$ cat src/acw_regs.vh
`ifndef ACW_REGS_VH
`define ACW_REGS_VH
`define ACW_WORD_W 64
`define ACW_PRE_W 8
`define ACW_XFER_BITS 72
`define ACW_GAP_MCK 3
`define ACW_PRE_READ 8'h23
`define ACW_PRE_WRITE 8'h22
`define ACW_VOLL_LSB 0
`define ACW_VOLR_LSB 9
`define ACW_BDIR_BIT 18
`define ACW_BLVL_LSB 19
`define ACW_BCOR_LSB 23
`define ACW_TDIR_BIT 25
`define ACW_TLVL_LSB 26
`define ACW_TCOR_LSB 30
`define ACW_DE_LSB 32
`define ACW_CLIP_EN_BIT 34
`define ACW_CLIP_MODE_BIT 35
`define ACW_DITHER_BIT 36
`define ACW_ATTACK_LSB 37
`define ACW_RELEASE_LSB 40
`define ACW_FMT_LSB 44
`define ACW_MIX_LSB 46
`define ACW_HBON_BIT 50
`define ACW_PCOMP_LSB 51
`define ACW_NCOMP_LSB 56
`define ACW_ALP_BIT 61
`define ACW_HSPD_BIT 62
`define ACW_HPWM_BIT 63
`define ACW_VOL_RESET 9'h0FA
`define ACW_VOL_SOFTMUTE 9'h040
`define ACW_VOL_MIN 9'h041
`define ACW_VOL_MAX 9'h130
`define ACW_VOL_ZERO 9'h0FE
`define ACW_ATTACK_RESET 3'h1
`define ACW_RELEASE_RESET 4'hA
`define ACW_MIX_RESET 4'h9
`define ACW_PCOMP_RESET 5'h10
`define ACW_NCOMP_RESET 5'h00
`define ACW_COMP_MAX 5'h10
`define ACW_SPEED_SINGLE 2'h0
`endif

$ cat src/acw_control.v
// Function
// - De-emphasis code: 00 none, 01 44.1 kHz, 10 32 kHz, 11 48 kHz.
// - De-emphasis applies only in single speed; bypassed in dual and quad.
// - Clip manager enable bit turns clip management on or off.
// - Volume clip reduces volume; bass clip removes bass or reduces volume by mode.
// - Three-bit limiter attack rate, reset 001.
// - Four-bit limiter release rate, reset 1010.
// - Input format: I2S, left justified, right 16-bit, right 24-bit.
// - Four-bit channel mix: mute, mono mix, swap; reset 1001.
// - Bridge outputs driven only when bridge enable is 1; resets off.
// - P-channel compensation resets 10000, valid 00000 to 10000.
// - N-channel compensation resets 00000, valid 00000 to 10000.
// - Low-power bit enables auto low power mode.
// - Speed bit selects low/high PWM speed; method bit selects HPWM/RPWM.
// - Volume code is gain in 0.5 dB steps, -94.5 to +25 dB.
// - Last volume code is soft mute at -95 dB.
// - Left volume bits 0-8, right 9-17, same code sequence.
// - Bass level 0 to 15 dB in 1 dB steps.
// - Bass direction 1 boosts, 0 cuts.
// - Bass corner 00 50 Hz, 01 100 Hz, 10 200 Hz.
// - Treble level 0-15 dB; direction 1 boosts, 0 cuts.
// - Treble corner 00 4 kHz, 01 8 kHz, 10 12 kHz.
// - Transfers are 8 preamble bits then 64 word bits, 72 edges.
// - Dither bit adds a small DC offset.
// - Mix code 1001 routes left to left, right to right.
`timescale 1ns/10ps
`default_nettype none
`include "acw_regs.vh"
module acw_control (
  input wire clk,
  input wire rst,
  input wire ser_en_n,
  input wire ser_clk,
  input wire ser_din,
  output wire ser_dout,
  output wire ser_doe_n,
  input wire [1:0] speed_mode,
  input wire vol_clip,
  input wire bass_clip,
  input wire direct_drive,
  input wire bridge_req,
  output reg [63:0] amp_control_word,
  output reg [1:0] emphasis_filter_select,
  output reg deemph_active,
  output reg clip_manager_enable,
  output reg clip_manager_mode,
  output reg clip_reduce_volume,
  output reg clip_remove_bass,
  output reg dither_enable,
  output reg [2:0] attack_rate,
  output reg [3:0] release_rate,
  output reg [1:0] input_format,
  output reg [3:0] channel_mix_select,
  output reg [1:0] left_src,
  output reg [1:0] right_src,
  output reg bridge_drive,
  output reg [4:0] pchan_comp,
  output reg [4:0] nchan_comp,
  output reg auto_lowpower_enable,
  output reg pwm_high_speed,
  output reg pwm_hpwm,
  output wire signed [9:0] left_gain,
  output wire left_soft_mute,
  output wire signed [9:0] right_gain,
  output wire right_soft_mute,
  output reg bass_direction,
  output reg [3:0] bass_level,
  output reg [1:0] bass_corner_sel,
  output reg treble_direction,
  output reg [3:0] treble_level,
  output reg [1:0] treble_corner_sel
);
  wire [63:0] word_wr;
  wire word_wr_stb;
  wire [63:0] reset_word;
  assign reset_word = {1'b0, 1'b0, 1'b0, `ACW_NCOMP_RESET, `ACW_PCOMP_RESET, 1'b0,
    `ACW_MIX_RESET, 2'h0, `ACW_RELEASE_RESET, `ACW_ATTACK_RESET, 5'h00,
    14'h0000, `ACW_VOL_RESET, `ACW_VOL_RESET};

  acw_serial_port u_port (
    .clk(clk),
    .rst(rst),
    .ser_en_n(ser_en_n),
    .ser_clk(ser_clk),
    .ser_din(ser_din),
    .ser_dout(ser_dout),
    .ser_doe_n(ser_doe_n),
    .word_rd(amp_control_word),
    .word_wr(word_wr),
    .word_wr_stb(word_wr_stb)
  );

  // Register update; compensation fields clamped to valid range
  always @(posedge clk) begin
    if (rst) begin
      amp_control_word <= reset_word;
    end else if (word_wr_stb) begin
      amp_control_word <= word_wr;
      if (word_wr[`ACW_PCOMP_LSB+4:`ACW_PCOMP_LSB] > `ACW_COMP_MAX) begin
        amp_control_word[`ACW_PCOMP_LSB+4:`ACW_PCOMP_LSB] <= `ACW_COMP_MAX;
      end
      if (word_wr[`ACW_NCOMP_LSB+4:`ACW_NCOMP_LSB] > `ACW_COMP_MAX) begin
        amp_control_word[`ACW_NCOMP_LSB+4:`ACW_NCOMP_LSB] <= `ACW_COMP_MAX;
      end
    end
  end

  acw_vol_decode u_vol_l (
    .clk(clk),
    .rst(rst),
    .code(amp_control_word[`ACW_VOLL_LSB+8:`ACW_VOLL_LSB]),
    .gain_half_db(left_gain),
    .soft_mute(left_soft_mute)
  );

  acw_vol_decode u_vol_r (
    .clk(clk),
    .rst(rst),
    .code(amp_control_word[`ACW_VOLR_LSB+8:`ACW_VOLR_LSB]),
    .gain_half_db(right_gain),
    .soft_mute(right_soft_mute)
  );

  reg [1:0] next_left_src;
  reg [1:0] next_right_src;
  wire [3:0] mix = amp_control_word[`ACW_MIX_LSB+3:`ACW_MIX_LSB];
  wire cm_en = amp_control_word[`ACW_CLIP_EN_BIT];
  wire cm_mode = amp_control_word[`ACW_CLIP_MODE_BIT];

  // Source codes: 0 mute, 1 left, 2 right, 3 average
  always @* begin
    case (mix[3:2])
      2'h0: next_left_src = 2'h0;
      2'h1: next_left_src = 2'h2;
      2'h2: next_left_src = 2'h1;
      default: next_left_src = 2'h3;
    endcase
    case (mix[1:0])
      2'h0: next_right_src = 2'h0;
      2'h1: next_right_src = 2'h2;
      2'h2: next_right_src = 2'h1;
      default: next_right_src = 2'h3;
    endcase
  end

  always @(posedge clk) begin
    if (rst) begin
      emphasis_filter_select <= 2'h0;
      deemph_active <= 1'b0;
      clip_manager_enable <= 1'b0;
      clip_manager_mode <= 1'b0;
      clip_reduce_volume <= 1'b0;
      clip_remove_bass <= 1'b0;
      dither_enable <= 1'b0;
      attack_rate <= `ACW_ATTACK_RESET;
      release_rate <= `ACW_RELEASE_RESET;
      input_format <= 2'h0;
      channel_mix_select <= `ACW_MIX_RESET;
      left_src <= 2'h1;
      right_src <= 2'h2;
      bridge_drive <= 1'b0;
      pchan_comp <= `ACW_PCOMP_RESET;
      nchan_comp <= `ACW_NCOMP_RESET;
      auto_lowpower_enable <= 1'b0;
      pwm_high_speed <= 1'b0;
      pwm_hpwm <= 1'b0;
      bass_direction <= 1'b0;
      bass_level <= 4'h0;
      bass_corner_sel <= 2'h0;
      treble_direction <= 1'b0;
      treble_level <= 4'h0;
      treble_corner_sel <= 2'h0;
    end else begin
      emphasis_filter_select <= amp_control_word[`ACW_DE_LSB+1:`ACW_DE_LSB];
      deemph_active <= (amp_control_word[`ACW_DE_LSB+1:`ACW_DE_LSB] != 2'h0) &&
        (speed_mode == `ACW_SPEED_SINGLE);
      clip_manager_enable <= cm_en;
      clip_manager_mode <= cm_mode;
      clip_reduce_volume <= cm_en & (vol_clip | (bass_clip & cm_mode));
      clip_remove_bass <= cm_en & bass_clip & ~cm_mode;
      dither_enable <= amp_control_word[`ACW_DITHER_BIT];
      attack_rate <= amp_control_word[`ACW_ATTACK_LSB+2:`ACW_ATTACK_LSB];
      release_rate <= amp_control_word[`ACW_RELEASE_LSB+3:`ACW_RELEASE_LSB];
      input_format <= amp_control_word[`ACW_FMT_LSB+1:`ACW_FMT_LSB];
      channel_mix_select <= mix;
      left_src <= next_left_src;
      right_src <= next_right_src;
      bridge_drive <= direct_drive & bridge_req & amp_control_word[`ACW_HBON_BIT];
      pchan_comp <= amp_control_word[`ACW_PCOMP_LSB+4:`ACW_PCOMP_LSB];
      nchan_comp <= amp_control_word[`ACW_NCOMP_LSB+4:`ACW_NCOMP_LSB];
      auto_lowpower_enable <= amp_control_word[`ACW_ALP_BIT];
      pwm_high_speed <= amp_control_word[`ACW_HSPD_BIT];
      pwm_hpwm <= amp_control_word[`ACW_HPWM_BIT];
      bass_direction <= amp_control_word[`ACW_BDIR_BIT];
      bass_level <= amp_control_word[`ACW_BLVL_LSB+3:`ACW_BLVL_LSB];
      bass_corner_sel <= amp_control_word[`ACW_BCOR_LSB+1:`ACW_BCOR_LSB];
      treble_direction <= amp_control_word[`ACW_TDIR_BIT];
      treble_level <= amp_control_word[`ACW_TLVL_LSB+3:`ACW_TLVL_LSB];
      treble_corner_sel <= amp_control_word[`ACW_TCOR_LSB+1:`ACW_TCOR_LSB];
    end
  end
endmodule
`default_nettype wire

$ cat src/acw_vol_decode.v
`timescale 1ns/10ps
`default_nettype none
`include "acw_regs.vh"
module acw_vol_decode (
  input wire clk,
  input wire rst,
  input wire [8:0] code,
  output reg signed [9:0] gain_half_db,
  output reg soft_mute
);
  reg [8:0] clamped;
  always @* begin
    if (code > `ACW_VOL_MAX) begin
      clamped = `ACW_VOL_MAX;
    end else if (code < `ACW_VOL_SOFTMUTE) begin
      clamped = `ACW_VOL_SOFTMUTE;
    end else begin
      clamped = code;
    end
  end
  always @(posedge clk) begin
    if (rst) begin
      gain_half_db <= 10'sh3FC;
      soft_mute <= 1'b0;
    end else begin
      // Half-dB steps about 0 dB; soft mute is -95 dB
      gain_half_db <= $signed({1'b0, clamped}) - $signed({1'b0, `ACW_VOL_ZERO});
      soft_mute <= (clamped == `ACW_VOL_SOFTMUTE);
    end
  end
endmodule
`default_nettype wire

$ cat src/acw_serial_port.v
`timescale 1ns/10ps
`default_nettype none
`include "acw_regs.vh"
module acw_serial_port (
  input wire clk,
  input wire rst,
  input wire ser_en_n,
  input wire ser_clk,
  input wire ser_din,
  output reg ser_dout,
  output reg ser_doe_n,
  input wire [63:0] word_rd,
  output reg [63:0] word_wr,
  output reg word_wr_stb
);
  reg ser_clk_q;
  reg [6:0] bit_cnt;
  reg [7:0] pre;
  reg [63:0] shift;
  reg is_read;
  wire rise = ser_clk & ~ser_clk_q;
  wire fall = ~ser_clk & ser_clk_q;
  always @(posedge clk) begin
    if (rst) begin
      ser_clk_q <= 1'b0;
      bit_cnt <= 7'h00;
      pre <= 8'h00;
      shift <= 64'h0000000000000000;
      is_read <= 1'b0;
      ser_dout <= 1'b0;
      ser_doe_n <= 1'b1;
      word_wr <= 64'h0000000000000000;
      word_wr_stb <= 1'b0;
    end else begin
      ser_clk_q <= ser_clk;
      word_wr_stb <= 1'b0;
      if (ser_en_n) begin
        bit_cnt <= 7'h00;
        is_read <= 1'b0;
        ser_doe_n <= 1'b1;
      end else if (rise && bit_cnt < 7'h48) begin
        bit_cnt <= bit_cnt + 7'h01;
        if (bit_cnt < 7'h08) begin
          pre <= {pre[6:0], ser_din};
          if (bit_cnt == 7'h07) begin
            is_read <= ({pre[6:0], ser_din} == `ACW_PRE_READ);
            shift <= word_rd;
          end
        end else if (!is_read) begin
          shift <= {shift[62:0], ser_din};
          if (bit_cnt == 7'h47) begin
            word_wr <= {shift[62:0], ser_din};
            word_wr_stb <= (pre == `ACW_PRE_WRITE);
          end
        end
      end else if (fall && is_read && bit_cnt >= 7'h08 && bit_cnt < 7'h48) begin
        // MSB first on falling edges
        ser_doe_n <= 1'b0;
        ser_dout <= shift[63];
        shift <= {shift[62:0], 1'b0};
      end
    end
  end
endmodule
`default_nettype wire

$ cat config.mk
export PLATFORM = sky130hd
export DESIGN_NAME = acw_control
export DESIGN_NICKNAME = d
export VERILOG_FILES = /design/src/acw_control.v /design/src/acw_vol_decode.v /design/src/acw_serial_port.v
export VERILOG_INCLUDE_DIRS = /design/src /design/src/src
export SDC_FILE = /design/constraint.sdc
export NUM_CORES = 1
export LEC_CHECK = 0
export BUFFER_PORTS_ARGS = -buffer_cell sky130_fd_sc_hd__clkbuf_2
export CORE_MARGIN = 5
export CORE_UTILIZATION = 58
export DETAILED_ROUTE_END_ITERATION = 8
export HOLD_SLACK_MARGIN = 0.1
export MAX_ROUTING_LAYER = met4
export PLACE_DENSITY = 0.9
export SYNTH_ARGS = -nofsm -noshare
export SYNTH_HDL_FRONTEND = slang
export SYNTH_SLANG_ARGS = --single-unit
$ cat constraint.sdc
create_clock -name clk -period 2.4 [get_ports clk]
set_input_delay 0.48 -clock clk [delete_from_list [all_inputs] [get_ports clk]]
set_output_delay 0.48 -clock clk [all_outputs]
set_load 0.005 [all_outputs]
==> results by group <==
Run status
  – Status: finished, final reports clean

Timing
  – Final period util: 92.8%
  – Fmax: 0.449 GHz
  – Slew headroom: 60.6%
  – Fin crit period: 2.23 ns
  – Final setup vio count: 0
  – Setup TNS: 0 ns
  – RSZ-0062 raised after global routing: false
  – Slew @ Worst Pin: 0.591 ns
  – Slew Viols, Final: 0
  – Clock skew: 0.0109 ns
  – Worst Hold Margin: 0.177 ns
  – Final hold viol count: 0
  – Final worst slack: 0.172 ns

Floorplan
  – Die Y: 152 um
  – Core Box Area: 0.0200 mm2
  – IO Count: 152
  – Starting Density: 58.3%
  – Die width: 152 um
  – FP Rows: 52
  – Die ar.: 0.0231 mm2

Synthesis
  – Yosys cell types: 47
  – Seq cells post-synth: 287
  – Ys Warns: 0
  – Ys async rst share: 0%
  – Ys flop type: dfxtp_1
  – Post-Syn Area: 0.0117 mm2
  – Sequential share of the synthesized area: 49.2%
  – EDFF count, synth: 0
  – Synth Net Count: 1,287
  – Mean area per synthesized cell: 9.19 um2
  – Cells after Synth: 1,272

Placement
  – Placed Cells: 1,625
  – I/O Buffers: 151
  – GP Congestion: 0.898
  – Place WS: 0.192 ns
  – Detail Placement HPWL: 16,900 um

Critical path
  – CP max FO: 9
  – Critical path type: reg -> reg
  – Crit. End Element: register
  – WP data arrival: 2.70 ns
  – Setup crit start kind: register
  – WP data required: 2.87 ns

Cells and area
  – FILL cells: 1,444
  – Share of post-route cells with drive strength above 1: 23.0%
  – Final Util: 68.7%
  – NumNets Final: 1,403
  – Cell Count, Final, Fillers Out: 1,681
  – Commonest non-fill, non-tap cell in the layout: dfxtp_1
  – N_diodes: 0
  – P&R area growth vs syn: 17.8%
  – Most frequent cells in the layout: 286 x dfxtp_1, 157 x nand2_1, 150 x clkbuf_2

Routing
  – Routed vias: 9,473
  – First-pass detailed-route iteration total: 5
  – Initial DRC Count: 710
  – # DRC: 0
  – Via density: 5.64
  – Remaining antenna violation count: 0
  – Drt total wl: 27,700 um
  – Wire per inst: 16.5 um

Clock network
  – CTS Buffer Depth: 3
  – Clk Latency, worst-skew pair: 0.54 ns
  – CTS tree: done
  – Worst-path clk slew: 0.06 ns
  – Htree depth: 1
  – Clock root cell: clkbuf_16
  – Sink Count: 287
  – CTS Buf Count: 29

Worst hold path
  – Hold crit path type: in -> reg

Global route
  – Initial antenna violation count: 0
  – Total track usage: 23.4%
  – Remaining Overflow, GRT: 0
  – Largest net degree at the start of global routing: 81
  – First-pass GRT wire length: 45,700 um
  – Vias in the first global route: 9,199

Job
  – Number of max-cap violations: 0

Power
  – Clock power frac: 49.2%
  – IR drop worst, VDD: 481 uV
  – Logic gate share of total power: 2.3%
  – Leak Pwr: 5.41 nW
  – Internal power: 7.82 mW
  – Flop pwr share: 48.5%
  – Sw Pwr: 2.01 mW
  – Switching part of the total power: 20.4%
  – P per Cell Area: 714 mW/mm2
layer usage:
layer,GRT usage [%],vias to the layer above,routed length (um)
met5,-,-,0
met4,9.33,0,903
met3,3.84,71,1610
met2,38.7,340,13500
met1,28.7,4519,11700
li1,-,4543,-
synth_stat cells, drive strengths merged, types with 2 or more instances:
| cell type | n | share of area (%) |
|---|---|---|
| ha | 4 | 0.43 |
| nand3 | 72 | 3.2 |
| o21ai | 80 | 3.4 |
| nor4 | 5 | 0.27 |
| nand2b | 10 | 0.54 |
| xor2 | 5 | 0.37 |
| buf | 25 | 1.4 |
| nor2b | 109 | 5.8 |
| or2 | 14 | 0.75 |
| o211ai | 4 | 0.26 |
| nor2 | 67 | 2.2 |
| mux2i | 69 | 5.9 |
| dfxtp | 287 | 49 |
| a31oi | 2 | 0.11 |
| mux2 | 63 | 8.0 |
| nand2 | 158 | 5.1 |
| and3b | 2 | 0.15 |
| and3 | 5 | 0.27 |
| a21oi | 145 | 6.2 |
| nor3b | 2 | 0.13 |
| o31ai | 3 | 0.19 |
| or3 | 4 | 0.26 |
| clkbuf | 79 | 2.5 |
| and2 | 7 | 0.37 |
| nand4 | 6 | 0.32 |
| a211oi | 2 | 0.13 |
| xnor2 | 3 | 0.22 |
| nand3b | 11 | 0.71 |
| inv | 5 | 0.16 |
| nor3 | 11 | 0.51 |
| and4 | 3 | 0.22 |
path summary, 6_finish.rpt:
path,depth (start not counted),slack [ns],endpoint,from
max reg2reg,8,0.17,u_vol_r.gain_half_db[5]$_SDFF_PP1_,amp_control_word[10]$_SDFFE_PP1P_
max,8,0.17,u_vol_r.gain_half_db[5]$_SDFF_PP1_,amp_control_word[10]$_SDFFE_PP1P_
min reg2reg,2,0.45,u_port.word_wr[36]$_SDFFE_PP0P_,u_port.word_wr[36]$_SDFFE_PP0P_
min,3,0.18,clip_reduce_volume$_SDFF_PP0_,vol_clip
kinds of logic (layout without fill, tap and decap cells):
family / Yosys count / count (layout) / synth area share, %
fa+ha+maj: 4 / 4 / 0.428
simple gates: 489 / 489 / 21.0
xor+xnor: 8 / 8 / 0.600
mux: 132 / 132 / 13.9
buf+inv: 109 / 248 / 4.06
flops: 287 / 287 / 49.2
compound gates: 243 / 243 / 10.9
critical path, stage by stage (launching register included):
cell,delay [ns]
dfxtp_1,0.40
nor4_1,0.36
o211ai_1,0.23
nand2_2,0.19
and2_1,0.15
ha_1,0.20
nand3_1,0.13
a211oi_2,0.28
mux2i_1,0.21
what timing repair did:
| item | 4_1_cts | 5_1_grt |
|---|---|---|
| endpoints found under the setup margin | 0 | 2 |
| resized for setup | 0 | 3 |
| setup buffers | 0 | 0 |
| endpoints found under the hold margin | 1 | 0 |
| hold buffers | 2 | 0 |
area by class of cell:
type,instances,area [um2],area share [%]
Multi-Input combinational cell,876,5490,39.9
Sequential cell,287,5750,41.8
Clock buffer,45,897,6.52
Timing Repair Buffer,189,1120,8.13
Clock inverter,9,155,1.13
Tap cell,270,338,2.45
Inverter,5,18.8,0.136
power by group through the flow:
stage	combinational, mW	sequential (mW)	clock, mW
after floorplan	0.148	4.87	0
after global placement	0.212	4.87	0
after detailed placement	0.216	4.87	0
after CTS	0.219	4.77	4.91
after global routing	0.241	4.77	5.12
final	0.221	4.77	4.84
sequential cells by signal, indices dropped and copies added (netlist names), 3 cells and up:
| name | cells |
|---|---|
| amp_control_word | 64 |
| u_port.shift | 64 |
| u_port.word_wr | 64 |
| u_vol_l.gain_half_db | 10 |
| u_vol_r.gain_half_db | 10 |
| u_port.pre | 8 |
| u_port.bit_cnt | 7 |
| nchan_comp | 5 |
| pchan_comp | 5 |
| bass_level | 4 |
| channel_mix_select | 4 |
| release_rate | 4 |
| treble_level | 4 |
| attack_rate | 3 |
stage by stage:
step	power, mW	cell area, um2
after floorplan	5.02	11700
after global placement	5.09	12700
after detailed placement	5.09	12700
after CTS	9.89	13800
after global routing	10.1	13800
final	9.83	13800
Power figures use the tool's default switching activity.
